===== config.mk =====
export PLATFORM = sky130hd
export DESIGN_NAME = tcv_channel
export DESIGN_NICKNAME = d
export VERILOG_FILES = /design/src/include/tcv_pkg.sv /design/src/hw/tcv_channel.sv
export SDC_FILE = /design/constraint.sdc
export NUM_CORES = 1
export LEC_CHECK = 0
export BUFFER_PORTS_ARGS = -buffer_cell sky130_fd_sc_hd__buf_2
export CAP_MARGIN = 20
export CORE_ASPECT_RATIO = 1.1
export CORE_MARGIN = 2
export CORE_UTILIZATION = 32
export DETAILED_ROUTE_END_ITERATION = 16
export HOLD_SLACK_MARGIN = 0.05
export PLACE_DENSITY_LB_ADDON = 0.3
export SLEW_MARGIN = 0
export SYNTH_ARGS = -nofsm -noshare
export SYNTH_HDL_FRONTEND = slang
export SYNTH_SLANG_ARGS = --single-unit
export TNS_END_PERCENT = 20

===== constraint.sdc =====
create_clock -name ref_clk -period 3.4 [get_ports ref_clk]
set_clock_uncertainty 0.15 [all_clocks]
set_input_delay 0.17 -clock ref_clk [delete_from_list [all_inputs] [get_ports ref_clk]]
set_output_delay 0.17 -clock ref_clk [all_outputs]
set_load 0.005 [all_outputs]

===== src/include/tcv_pkg.sv =====
// Constants, types and register map of one timer channel (mode control and value).
// Assumes a byte-wide register port and a counter that lives outside this channel.
package tcv_pkg;

  // Register offsets on the byte register port.
  localparam logic [1:0] TCV_OFS_CTRL = 2'h0;
  localparam logic [1:0] TCV_OFS_VAL_HI = 2'h1;
  localparam logic [1:0] TCV_OFS_VAL_LO = 2'h2;

  // Field positions in channel_control_status.
  localparam int TCV_BIT_FLAG = 7;
  localparam int TCV_BIT_IE = 6;
  localparam int TCV_BIT_MSHI = 5;
  localparam int TCV_BIT_MSLO = 4;
  localparam int TCV_BIT_ELHI = 3;
  localparam int TCV_BIT_ELLO = 2;

  // Reset values.
  localparam logic [15:0] TCV_VAL_RST = 16'h0000;
  localparam logic [7:0] TCV_BYTE_RST = 8'h00;

  // Edge/level codes.
  localparam logic [1:0] TCV_EL_OFF = 2'h0;
  localparam logic [1:0] TCV_EL_RISE_TOGGLE = 2'h1;
  localparam logic [1:0] TCV_EL_FALL_CLEAR = 2'h2;
  localparam logic [1:0] TCV_EL_BOTH_SET = 2'h3;

  // Clock selection code for a stopped counter.
  localparam logic [1:0] TCV_CLK_NONE = 2'h0;

  // Terminal count of a free-running counter, and the modulo value that selects it.
  localparam logic [15:0] TCV_FREE_TERM = 16'hffff;
  localparam logic [15:0] TCV_MOD_DISABLED = 16'h0000;

  // Channel modes, Gray coded along capture, compare, edge PWM, center PWM.
  typedef enum logic [1:0] {
    TCV_MODE_CAPTURE = 2'b00,
    TCV_MODE_COMPARE = 2'b01,
    TCV_MODE_EDGE_ALIGNED_PWM_MODE = 2'b11,
    TCV_MODE_CENTER_ALIGNED_PWM_MODE = 2'b10
  } tcv_mode_type;

  typedef struct packed {
    logic ie;
    logic ms_hi;
    logic ms_lo;
    logic [1:0] el;
    logic flag;
    logic clear_arm;
    logic [15:0] val;
    logic [15:0] wbuf;
    logic got_hi;
    logic got_lo;
    logic pend;
    logic [15:0] rbuf;
    logic rlatch;
    logic rfirst_hi;
    logic pin_prev;
    logic oc_out;
    logic pin_out;
    logic pin_oe;
    logic irq;
    logic [7:0] rdata;
  } tcv_state_type;

endpackage : tcv_pkg


===== src/hw/tcv_channel.sv =====
// One timer channel: control fields, 16-bit value register with byte coherency,
// capture, compare and PWM pin logic.
// Assumes the shared counter, modulo, clock select and center-aligned select come
// from the timer core, and that counter_tick pulses in the cycle the count changes.
//
// Behaviour
// Interrupt enable bit 6 gates requests; reset clears it.
// Without center mode, mode_select_hi set gives edge-aligned PWM.
// Otherwise mode_select_lo picks capture (0) or compare (1).
// Edge/level 00 hands the pin back to general I/O.
// Capture edges: 01 rising, 10 falling, 11 both.
// Compare match: 01 toggle, 10 low, 11 high.
// Edge PWM: 10 high-true pulses, bit0 set low-true pulses.
// Center PWM: same polarity choice, any mode-select bits.
// Value register holds capture or compare value; reset clears it.
// Capture mode read latches both bytes until the other is read.
// Control write releases the read latch, halted or not.
// Value writes ignored in capture mode.
// Debug halt freezes the read latch; only control write resets it.
// Reads during debug halt return live value.
// Compare/PWM writes go to a buffer until both bytes written.
// Stopped counter: transfer on second byte write.
// Compare mode with clock: transfer on next counter change.
// PWM with clock: transfer when counter reaches modulo (or 0xFFFF).
// Control write resets the write buffer latch.
// Debug halt writes go straight to the value register.
// Halt writes leave a partial buffered pair intact.
// Pin must be stable two cycles before entering capture mode.
// Interrupt request while flag set and enable is 1.
// Center select forces center PWM for every channel.
// Clock selection 00 stops the counter.
//
// The placing of the registers and the plain strobed port were decided locally.
`timescale 1ns/1ps
`default_nettype none

module tcv_channel
  import tcv_pkg::*;
(
  input wire logic ref_clk,
  input wire logic sys_rst,
  input wire logic [1:0] reg_addr,
  input wire logic [7:0] reg_wdata,
  input wire logic reg_wr,
  input wire logic reg_rd,
  output logic [7:0] reg_rdata,
  input wire logic debug_halt_mode,
  input wire logic center_aligned_select,
  input wire logic [1:0] clock_source_sel,
  input wire logic [15:0] counter_value,
  input wire logic [15:0] counter_modulo,
  input wire logic counter_tick,
  input wire logic pin_in,
  output logic pin_out,
  output logic pin_oe,
  output logic channel_irq
);

  tcv_state_type st_r;
  tcv_state_type st_nxt;
  tcv_mode_type mode;
  logic [15:0] term;
  logic [15:0] wnew;
  logic match;
  logic rise;
  logic fall;
  logic cap_evt;
  logic cmp_evt;
  logic pwm;
  logic clk_on;
  logic pwm_level;

  function automatic tcv_mode_type tcv_mode_decode(input logic ctr, input logic mhi,
                                                   input logic mlo);
    tcv_mode_type m;
    if (ctr)
      m = TCV_MODE_CENTER_ALIGNED_PWM_MODE;
    else if (mhi)
      m = TCV_MODE_EDGE_ALIGNED_PWM_MODE;
    else if (mlo)
      m = TCV_MODE_COMPARE;
    else
      m = TCV_MODE_CAPTURE;
    return m;
  endfunction : tcv_mode_decode

  always_comb
  begin
    st_nxt = st_r;
    // mode decode
    // edge PWM select
    // capture or compare
    mode = tcv_mode_decode(center_aligned_select, st_r.ms_hi, st_r.ms_lo);
    pwm = (mode == TCV_MODE_EDGE_ALIGNED_PWM_MODE) || (mode == TCV_MODE_CENTER_ALIGNED_PWM_MODE);
    // stopped counter
    clk_on = (clock_source_sel != TCV_CLK_NONE);
    term = (counter_modulo == TCV_MOD_DISABLED) ? TCV_FREE_TERM : counter_modulo;
    match = counter_tick && (counter_value == st_r.val);
    rise = pin_in && !st_r.pin_prev;
    fall = !pin_in && st_r.pin_prev;
    wnew = st_r.wbuf;
    if (reg_addr == TCV_OFS_VAL_HI)
      wnew[15:8] = reg_wdata;
    else
      wnew[7:0] = reg_wdata;
    // capture edge select
    cap_evt = 1'b0;
    if (mode == TCV_MODE_CAPTURE)
    begin
      case (st_r.el)
        TCV_EL_RISE_TOGGLE: cap_evt = rise;
        TCV_EL_FALL_CLEAR: cap_evt = fall;
        TCV_EL_BOTH_SET: cap_evt = rise || fall;
        default: cap_evt = 1'b0;
      endcase
    end
    // A 0% or 100% duty cycle raises no flag.
    cmp_evt = (mode != TCV_MODE_CAPTURE) && match &&
              !(pwm && ((st_r.val == TCV_VAL_RST) || (st_r.val > term)));
    // edge PWM polarity
    // center PWM polarity
    pwm_level = (counter_value < st_r.val);
    if (st_r.el[0])
      pwm_level = !pwm_level;

    st_nxt.pin_prev = pin_in;
    st_nxt.rdata = TCV_BYTE_RST;

    // capture into value
    if (cap_evt)
      st_nxt.val = counter_value;

    // compare pin action
    if (mode == TCV_MODE_COMPARE && match)
    begin
      case (st_r.el)
        TCV_EL_RISE_TOGGLE: st_nxt.oc_out = !st_r.oc_out;
        TCV_EL_FALL_CLEAR: st_nxt.oc_out = 1'b0;
        TCV_EL_BOTH_SET: st_nxt.oc_out = 1'b1;
        default: st_nxt.oc_out = st_r.oc_out;
      endcase
    end

    // compare transfer
    // PWM transfer
    if (st_r.pend && !debug_halt_mode &&
        (!clk_on || (mode == TCV_MODE_COMPARE && counter_tick) ||
         (pwm && counter_tick && counter_value == term)))
    begin
      st_nxt.val = st_r.wbuf;
      st_nxt.pend = 1'b0;
    end

    if (reg_wr)
    begin
      case (reg_addr)
        TCV_OFS_CTRL:
        begin
          // enable write
          st_nxt.ie = reg_wdata[TCV_BIT_IE];
          st_nxt.ms_hi = reg_wdata[TCV_BIT_MSHI];
          st_nxt.ms_lo = reg_wdata[TCV_BIT_MSLO];
          st_nxt.el = reg_wdata[TCV_BIT_ELHI:TCV_BIT_ELLO];
          // Flag clears only after a read that saw it set.
          if (st_r.clear_arm && !reg_wdata[TCV_BIT_FLAG])
            st_nxt.flag = 1'b0;
          st_nxt.clear_arm = 1'b0;
          // release read latch
          st_nxt.rlatch = 1'b0;
          // reset write latch
          st_nxt.got_hi = 1'b0;
          st_nxt.got_lo = 1'b0;
          st_nxt.pend = 1'b0;
        end
        TCV_OFS_VAL_HI, TCV_OFS_VAL_LO:
        begin
          // capture ignores writes
          if (mode == TCV_MODE_CAPTURE)
            st_nxt.val = st_nxt.val;
          // halt direct write
          // partial pair kept
          else if (debug_halt_mode)
          begin
            if (reg_addr == TCV_OFS_VAL_HI)
              st_nxt.val[15:8] = reg_wdata;
            else
              st_nxt.val[7:0] = reg_wdata;
          end
          // buffered pair write
          else
          begin
            st_nxt.wbuf = wnew;
            st_nxt.got_hi = st_r.got_hi || (reg_addr == TCV_OFS_VAL_HI);
            st_nxt.got_lo = st_r.got_lo || (reg_addr == TCV_OFS_VAL_LO);
            if (st_nxt.got_hi && st_nxt.got_lo)
            begin
              st_nxt.got_hi = 1'b0;
              st_nxt.got_lo = 1'b0;
              // stopped counter transfer
              if (!clk_on)
                st_nxt.val = wnew;
              else
                st_nxt.pend = 1'b1;
            end
          end
        end
        default:
        begin
          st_nxt.clear_arm = st_r.clear_arm;
        end
      endcase
    end

    if (reg_rd)
    begin
      case (reg_addr)
        TCV_OFS_CTRL:
        begin
          st_nxt.rdata = {st_r.flag, st_r.ie, st_r.ms_hi, st_r.ms_lo, st_r.el, 2'b00};
          if (st_r.flag)
            st_nxt.clear_arm = 1'b1;
        end
        TCV_OFS_VAL_HI, TCV_OFS_VAL_LO:
        begin
          // halt reads live
          // halt freezes latch
          if (mode != TCV_MODE_CAPTURE || debug_halt_mode)
            st_nxt.rdata = (reg_addr == TCV_OFS_VAL_HI) ? st_r.val[15:8] : st_r.val[7:0];
          // coherent capture read
          else if (!st_r.rlatch)
          begin
            st_nxt.rbuf = st_r.val;
            st_nxt.rlatch = 1'b1;
            st_nxt.rfirst_hi = (reg_addr == TCV_OFS_VAL_HI);
            st_nxt.rdata = (reg_addr == TCV_OFS_VAL_HI) ? st_r.val[15:8] : st_r.val[7:0];
          end
          else
          begin
            st_nxt.rdata = (reg_addr == TCV_OFS_VAL_HI) ? st_r.rbuf[15:8] : st_r.rbuf[7:0];
            if (st_r.rfirst_hi != (reg_addr == TCV_OFS_VAL_HI))
              st_nxt.rlatch = 1'b0;
          end
        end
        default:
        begin
          st_nxt.rdata = TCV_BYTE_RST;
        end
      endcase
    end

    // An event in the clearing cycle wins over the clear.
    if (cap_evt || cmp_evt)
      st_nxt.flag = 1'b1;

    // pin released
    st_nxt.pin_oe = (st_r.el != TCV_EL_OFF) && (mode != TCV_MODE_CAPTURE);
    if (mode == TCV_MODE_COMPARE)
      st_nxt.pin_out = st_nxt.oc_out;
    else if (pwm)
      st_nxt.pin_out = pwm_level;
    else
      st_nxt.pin_out = 1'b0;
    // interrupt request
    st_nxt.irq = st_nxt.flag && st_nxt.ie;
  end

  always_ff @(posedge ref_clk)
  begin
    if (sys_rst)
    begin
      st_r <= '0;
      st_r.val <= TCV_VAL_RST;
    end
    else
      st_r <= st_nxt;
  end

  assign reg_rdata = st_r.rdata;
  assign pin_out = st_r.pin_out;
  assign pin_oe = st_r.pin_oe;
  assign channel_irq = st_r.irq;
endmodule : tcv_channel

`default_nettype wire


==> flow_summary.toml, run 1 <==
[worst_setup_path]
end_kind = "flop"
slowest_stage = "dfxtp_1"
r2r_cells = 11
crit_type = "reg -> reg"
path_cells = "inv_1 -> ha_1 -> a21o_1 -> a21o_1 -> a21o_1 -> a21o_1 -> a211o_1 -> a221oi_1 -> buf_4 -> xnor2_1 -> o31ai_1"
critPathLaunchType = "flop"
crit-reg2reg-launch = "st_r[59]$_SDFF_PP0_"
cp_max_fo = 5
cp.arrival_ns = 2.98
required_ns = 3.50
cp_slowest_stage_delay_ns = 0.53
crit_path_frequent_cell = "a21o_1"
r2r_end = "pin_out$_SDFF_PP0_"
r2r_slack_ns = 0.51

[floorplanning]
initial_core_util = 0.3261
row_count = 48
die_h_um = 136.6
die_x_um = 124.5
pin_count = 63
core-area_mm2 = 0.01568
die-area_mm2 = 0.01700

[final_layout]
drive_gt1_frac = 0.1572
n_fill_cell = 1630
nNetsFinal = 804
n_antenna_cell = 0
final_util = 0.3796
syn_to_final_growth_pct = 16.43

[detailed_routing]
drc = 0
drt-vias-per-instance = 5.430
finalWirelength_um = 16080
vias = 4990
first_pass_iters = 5
wl_per_cell_um = 17.50
drt_iter0_drc = 377
ant_nets = 0

[hold_path]
hold-path-cell-count = 3
min_to = "st_r[31]$_SDFF_PP0_"
hold_path.class = "in -> reg"
hp-start = "reg_wr"

[clock_tree]
cts_resized = 0
cts_num_sinks = 73
cts_made_buffers = 9
clk_pin_slew_ns = 0.06
clk_latency_ns = 0.34
cts_setup_buffers = 0
cts.path.max_buffers = 2
cts_tree = "built"
htreeDepth = 3
root_buffer = "clkbuf_16"

[logic_synthesis]
yosys_warnings = 0
synth_cell_types = 55
syn_area_mm2 = 0.005111
yosys.area.top_type_share = 0.2859
avgSynthCellArea_um2 = 7.732
synthCells = 661
synth_ff_type = "dfxtp_1"
synth_enable_flop_cells = 0
yosysSeqAreaShare = 0.2859
synth_area_leaders = "dfxtp_1 29%, ha_1 9.3%, nand2_1 7.9%"
synth_top_area_cell = "dfxtp_1"
async_reset_ff_frac = 0
synth_nets = 751
yosys_register_bits = 73

[placement]
routabilityCongestion = 0.8740
hpwlAfterDp_um = 12360
port_buffers = 62

[global_route]
grt_overflow = 0
grt_max_degree = 50
grt_pass1_vias = 4524
antenna_found_initial = 0
grt.total_usage = 0.1902
grt_pass1_wl_um = 25290

[job]
drv_cap = 0

[timing]
setup_tns_ns = 0
relSlewSlack = 0.4568
period_share = 0.8488
rsz0062_at_grt = "no"
fmax_ghz = 0.3465
min_period_ns = 2.886
worstMarginPinSlew_ns = 0.8086
setup_viol = 0
hold_violations = 0
slew_viol_final = 0

[power_and_ir_drop]
leakage_nw = 2.222
powerDensity_mw_per_mm2 = 363.9
irDropWorstVdd_mv = 0.2419

[run_status]
outcome = "complete, no violations"
## cells in the final DEF (no fill, tap or decap), drive strengths merged, types with 4 or more instances in the layout
cell type	n
nor3	15
ha	38
a22oi	22
o21a	5
o22a	9
dfxtp	73
o21ai	46
buf	75
nor2b	6
xor2	6
clkbuf	9
nor2	62
inv	27
nor4	11
nand4	15
mux2i	26
a31oi	6
mux4	8
dlygate4sd3	10
nand3	14
nand2	107
clkinv	4
a21oi	46
or3	4
a21o	10
or2	5
o22ai	19
## kinds of logic (layout without fill, tap and decap cells)
| family | Yosys count | count (layout) | share of synthesized area |
|---|---|---|---|
| fa+ha+maj | 38 | 38 | 0.09302 |
| xor+xnor | 9 | 9 | 0.01542 |
| compound gates | 184 | 184 | 0.2284 |
| flops | 73 | 73 | 0.2859 |
| simple gates | 252 | 252 | 0.2279 |
| mux | 34 | 34 | 0.08617 |
| buf+inv | 71 | 129 | 0.06316 |
## through the flow
| step | cell area (um^2) | worst slack, ns | total power, mW | std cells | hold slack, ns |
|---|---|---|---|---|---|
| 2_1_floorplan | 5111 | 0.4940 | 1.087 | 661 | 0.1008 |
| 3_3_place_gp | 5554 | 0.4223 | 1.224 | 893 | 0.2826 |
| 3_5_place_dp | 5554 | 0.2898 | 1.225 | 893 | 0.2894 |
| 4_1_cts | 5951 | 0.4986 | 2.177 | 919 | 0.09467 |
| 5_1_grt | 5951 | 0.3849 | 2.264 | 919 | 0.1256 |
| 6_report | 5951 | 0.5142 | 2.165 | 919 | 0.1110 |
## area by class of cell
| cell class | count | area, um^2 | share of cell area |
|---|---|---|---|
| well taps | 200 | 250.2 | 0.04205 |
| flip-flops and latches | 73 | 1461 | 0.2456 |
| inverters | 28 | 105.1 | 0.01766 |
| multi-input cells | 517 | 3329 | 0.5595 |
| repair buffers | 85 | 508.0 | 0.08537 |
| clock buffers | 9 | 225.2 | 0.03785 |
| clock inverters | 7 | 71.32 | 0.01198 |
## Yosys cell counts, types with 7 or more instances
library cell,n
o22ai_1,19
a22oi_1,22
a21o_1,10
nand4_1,14
clkbuf_1,28
nand2_1,107
o21ai_0,46
nand3_1,13
nor4_1,7
o22a_1,9
mux4_2,8
dfxtp_1,73
inv_1,27
nor3_1,15
a21oi_1,46
mux2i_1,26
buf_4,8
nor2_1,62
ha_1,38
## report_power, final
part | switching, mW | total (mW) | internal, mW
Clock | 0.381 | 0.947 | 0.566
Sequential | 0.0187 | 0.888 | 0.869
Combinational | 0.200 | 0.330 | 0.130
Total | 0.600 | 2.17 | 1.57
## what timing repair did
item | in CTS | in global routing
hold endpoints to repair | 16 | 0
setup endpoints to repair | 0 | 0
hold buffers | 10 | 0
## registers in the layout (all words and copies together), names as in the netlist
signal,cells
reg_rdata,8
pin_out,1
pin_oe,1
st_r,62
channel_irq,1
## worst max-delay path by stage
stage	from	cells after the start	endpoint	slack, ns
2_1_floorplan	counter_modulo[3]	15	st_r[67]$_SDFF_PP0_	0.49
3_3_place_gp	counter_modulo[3]	13	channel_irq$_SDFF_PP0_	0.42
3_5_place_dp	counter_modulo[3]	13	st_r[67]$_SDFF_PP0_	0.29
4_1_cts	st_r[59]$_SDFF_PP0_	11	pin_out$_SDFF_PP0_	0.50
5_1_grt	st_r[59]$_SDFF_PP0_	11	pin_out$_SDFF_PP0_	0.38
6_report	st_r[59]$_SDFF_PP0_	11	pin_out$_SDFF_PP0_	0.51
## metal layers
layer  track usage  part of all wire  routed length [um]  vias to the layer above
met5             0                 0                   0                        -
met4       0.06429             0.023                 367                        0
met3       0.02463             0.045                 728                       23
met2        0.3112              0.46                7409                      150
met1        0.2604              0.47                7575                     2328
li1              -                 -                   -                     2489
## worst max-delay path, delay by kind of cell, from the launching register on
kind	cells	cell delay (ns)
DFF	1	0.53
buffers and inverters	2	0.30
adders and majority gates	1	0.31
AOI/OAI and AO/OA	7	1.44
xor gates and xnor gates	1	0.06
Note: power is estimated with default switching activity, not from simulation.
==> inputs of run 2 (changes only) <==
clock period = 2.7 ns   (was 3.4 ns; I/O delays follow)
==> flow_summary.toml, run 2 (same netlist as run 1, synthesis figures left out) <==
[final_layout]
n_antenna_cell = 0
largest_reg_flops = 62
nNetsFinal = 840
largest-register = "st_r"
final_common_cell = "nand2_1"
design_area_mm2 = 0.006250
instances_no_fill = 954
syn_to_final_growth_pct = 22.28
drive_gt1_frac = 0.2016
most-common-layout-cells = "107 x nand2_1, 72 x dfxtp_1, 62 x buf_2"

[power_and_ir_drop]
p_comb_frac = 0.166
power.total_mw = 2.726
clockPowerShare = 0.425
irDropWorstVdd_mv = 0.3180
p_int_mw = 1.995
leakage_nw = 2.399
seq_power_share = 0.409
p_switching_mw = 0.7306
swShare = 0.2680
powerDensity_mw_per_mm2 = 436.2

[floorplanning]
core-area_mm2 = 0.01568
row_count = 48
pin_count = 63
initial_core_util = 0.3261
die_h_um = 136.6
die-area_mm2 = 0.01700
die_x_um = 124.5

[detailed_routing]
first_pass_iters = 5
drt_iter0_drc = 398
vias = 5112
wl_per_cell_um = 16.78
drc = 0
drt-vias-per-instance = 5.358
finalWirelength_um = 16010
ant_nets = 0

[clock_tree]
clk_latency_ns = 0.34
htreeDepth = 3
root_buffer = "clkbuf_16"
cts_num_sinks = 73
cts_made_buffers = 9
cts_tree = "built"
clk_pin_slew_ns = 0.05
cts_setup_buffers = 0
cts.path.max_buffers = 2

[placement]
port_buffers = 62
placed_cells = 929
place_area_mm2 = 0.005837
routabilityCongestion = 0.8967
hpwlAfterDp_um = 12460

[global_route]
grt_max_degree = 50
grt_pass1_vias = 4732
grt.total_usage = 0.1893
grt_pass1_wl_um = 25360
grt_overflow = 0
antenna_found_initial = 0

[hold_path]
hold_path.class = "in -> reg"

[worst_setup_path]
critPathLaunchType = "flop"
r2r_cells = 11
crit_type = "reg -> reg"
crit-reg2reg-launch = "st_r[59]$_SDFF_PP0_"
cp-endpoint = "pin_out$_SDFF_PP0_"
required_ns = 2.80
r2r_end = "pin_out$_SDFF_PP0_"
end_kind = "flop"
cp.arrival_ns = 2.63
startpoint = "st_r[59]$_SDFF_PP0_"
cp_max_fo = 2
r2r_slack_ns = 0.16

[timing]
fmax_ghz = 0.3944
min_period_ns = 2.536
holdWs_ns = 0.04447
hold_violations = 0
period_share = 0.9392
slew_viol_final = 0
setup_viol = 0
worstMarginPinSlew_ns = 0.5940
relSlewSlack = 0.6040
setup_tns_ns = 0

[job]
drv_cap = 0

[run_status]
outcome = "complete, no violations"
## run 2: changes by cell type in the layout (fill, tap and decap cells not counted), sizes merged
| cell | before | now |
|---|---|---|
| buf | 75 | 111 |
| clkinv | 4 | 2 |
| clkbuf | 9 | 10 |
## run 2: layer usage
layer,GRT usage,share of wire,up-vias
met3,0.04183,0.060,40
met4,0.08552,0.033,0
met2,0.2975,0.45,172
li1,-,-,2559
met1,0.2501,0.46,2341
met5,0,0,-
## run 2: timing repair
action,CTS,global route
endpoints found under the setup margin,0,3
hold endpoints to repair,19,0
hold buffers,10,0
gates resized for setup,0,5
## run 2: how the worst min path moves through the flow
stage                                     start                  end  slack (ns)  depth (start not counted)
final                     center_aligned_select    pin_oe$_SDFF_PP0_        0.04                          3
after floorplan                         sys_rst  st_r[11]$_SDFF_PP0_        0.07                          1
after detailed placement                 pin_in  st_r[12]$_SDFF_PP0_        0.26                          3
after global placement                   pin_in  st_r[12]$_SDFF_PP0_        0.25                          3
after global routing      center_aligned_select    pin_oe$_SDFF_PP0_        0.07                          3
after CTS                 center_aligned_select    pin_oe$_SDFF_PP0_        0.05                          3
## run 2: per-stage QoR
step | setup WS (ns) | utilization
after floorplan | -0.01133 | -
after global placement | -0.08693 | 0.3724
after detailed placement | -0.1421 | 0.3724
after CTS | 0.05989 | 0.3970
after global routing | -0.003185 | 0.3987
final | 0.1642 | 0.3987
## run 2: layout make-up
type | instances | area, um^2
Fill cell | 1651 | 9425
Multi-Input combinational cell | 517 | 3354
Sequential cell | 73 | 1463
Timing Repair Buffer | 121 | 790.8
Tap cell | 200 | 250.2
Clock buffer | 10 | 229.0
Inverter | 28 | 105.1
Clock inverter | 5 | 57.56
## run 2: power by group through the flow
| stage | sequential [mW] | clock [mW] | combinational [mW] |
|---|---|---|---|
| floorplan | 1.13 | 0 | 0.239 |
| global placement | 1.14 | 0 | 0.436 |
| detailed placement | 1.14 | 0 | 0.435 |
| CTS | 1.11 | 1.18 | 0.448 |
| global route | 1.12 | 1.23 | 0.504 |
| finish | 1.12 | 1.16 | 0.453 |
## run 2: critical path: stages, from the launching register on
cell	delay [ns]
dfxtp_2	0.31
inv_1	0.09
ha_4	0.21
a21o_1	0.15
a21o_1	0.17
a21o_1	0.18
a21o_1	0.17
a211o_1	0.29
a221oi_2	0.26
buf_4	0.16
xnor2_1	0.07
o31ai_2	0.23
==> inputs of run 3 (changes only) <==
CELL_PAD_IN_SITES_DETAIL_PLACEMENT = 0   (was unset)
CELL_PAD_IN_SITES_GLOBAL_PLACEMENT = 1   (was unset)
==> flow_summary.toml, run 3 (same netlist as run 1, synthesis figures left out) <==
[placement]
placed_cells = 927
hpwlAfterDp_um = 13420
place_area_mm2 = 0.005822
port_buffers = 62
routabilityCongestion = 0.9097

[timing]
hold_violations = 0
period_share = 0.9521
fmax_ghz = 0.3890
worstMarginPinSlew_ns = 0.5511
min_period_ns = 2.571
relSlewSlack = 0.6326
slew_viol_final = 0
setup_tns_ns = 0
setup_viol = 0
holdWs_ns = 0.05227
rsz0062_at_grt = "no"

[clock_tree]
cts_made_buffers = 9
cts_tree = "built"
htreeDepth = 3
cts_num_sinks = 73
clk_latency_ns = 0.34
cts.path.max_buffers = 2
root_buffer = "clkbuf_16"
clk_pin_slew_ns = 0.06

[floorplanning]
die_h_um = 136.6
die_x_um = 124.5
initial_core_util = 0.3261
core-area_mm2 = 0.01568
pin_count = 63
row_count = 48
die-area_mm2 = 0.01700

[final_layout]
design_area_mm2 = 0.006276
drive_gt1_frac = 0.2016
largest_reg_flops = 62
syn_to_final_growth_pct = 22.79
n_antenna_cell = 0
instances_no_fill = 954
nNetsFinal = 839
final_common_cell = "nand2_1"
largest-register = "st_r"
most-common-layout-cells = "107 x nand2_1, 72 x dfxtp_1, 62 x buf_2"

[detailed_routing]
first_pass_iters = 5
drc = 0
drt_iter0_drc = 430
ant_nets = 0
vias = 5103
finalWirelength_um = 17170
wl_per_cell_um = 18.00
drt-vias-per-instance = 5.349

[worst_setup_path]
critPathLaunchType = "flop"
r2r_slack_ns = 0.13
end_kind = "flop"
required_ns = 2.79
crit_type = "reg -> reg"
cp_max_fo = 2
cp.arrival_ns = 2.66

[power_and_ir_drop]
p_comb_frac = 0.168
p_switching_mw = 0.7684
leakage_nw = 2.410
power.total_mw = 2.776
seq_power_share = 0.402
irDropWorstVdd_mv = 0.2550
swShare = 0.2768
powerDensity_mw_per_mm2 = 442.4
clockPowerShare = 0.430
p_int_mw = 2.008

[global_route]
grt_overflow = 0
grt_pass1_vias = 5045
grt_pass1_wl_um = 27020
grt_max_degree = 36
grt.total_usage = 0.2040
antenna_found_initial = 0

[hold_path]
hold_path.class = "in -> reg"

[run_status]
outcome = "complete, no violations"

[job]
drv_cap = 0
[run 3: cell count changes in the layout (fill, tap and decap cells not counted), moves of 2 or more]
cell | previous run | this run
buf_4 | 48 | 46
nor4_2 | 4 | 2
clkinv_4 | 0 | 3
nor4_4 | 0 | 2
clkinvlp_4 | 3 | 1
[run 3: power groups by stage]
stage	Sequential [mW]	Combinational [mW]	Clock [mW]
2_1_floorplan	1.13	0.239	0
3_3_place_gp	1.14	0.435	0
3_5_place_dp	1.14	0.443	0
4_1_cts	1.11	0.458	1.22
5_1_grt	1.12	0.516	1.27
6_report	1.12	0.466	1.19
[run 3: cell type report]
cell class	count	area [um^2]
fillers	1597	9399
multi-input cells	517	3374
inverters	28	105.1
repair buffers	120	785.8
well taps	200	250.2
flip-flops and latches	73	1463
clock inverters	6	68.82
clock buffers	10	229.0
[run 3: per-layer routing]
metal,GRT usage,share of wire
met1,0.2629,0.46
met2,0.3352,0.46
met3,0.03245,0.036
met4,0.09863,0.038
met5,0,0
[run 3: metrics by stage]
| step | worst slack, ns | utilization |
|---|---|---|
| after floorplan | -0.01133 | - |
| after global placement | -0.1247 | 0.3714 |
| after detailed placement | -0.2135 | 0.3714 |
| after CTS | 0.02881 | 0.3974 |
| after global routing | 0.004642 | 0.4004 |
| final | 0.1293 | 0.4004 |
[run 3: repair_timing]
| item | 4_1_cts | 5_1_grt |
|---|---|---|
| hold endpoints to repair | 21 | 0 |
| hold buffers | 11 | 0 |
| setup buffers | 0 | 0 |
| setup endpoints to repair | 0 | 3 |
| gates resized for setup | 0 | 9 |
[run 3: final timing paths]
| check | startpoint | endpoint | cells after the start |
|---|---|---|---|
| max | st_r[59]$_SDFF_PP0_ | pin_out$_SDFF_PP0_ | 11 |
| min | center_aligned_select | pin_oe$_SDFF_PP0_ | 3 |
| max reg2reg | st_r[59]$_SDFF_PP0_ | pin_out$_SDFF_PP0_ | 11 |
| min reg2reg | st_r[25]$_SDFFE_PP0P_ | st_r[25]$_SDFFE_PP0P_ | 2 |
[run 3: critical path, cell delays in order (launching register included)]
cell,delay (ns)
dfxtp_2,0.33
inv_2,0.05
ha_4,0.20
a21o_1,0.15
a21o_1,0.17
a21o_1,0.17
a21o_1,0.17
a211o_1,0.30
a221oi_2,0.26
buf_4,0.17
xnor2_1,0.07
o31ai_1,0.27
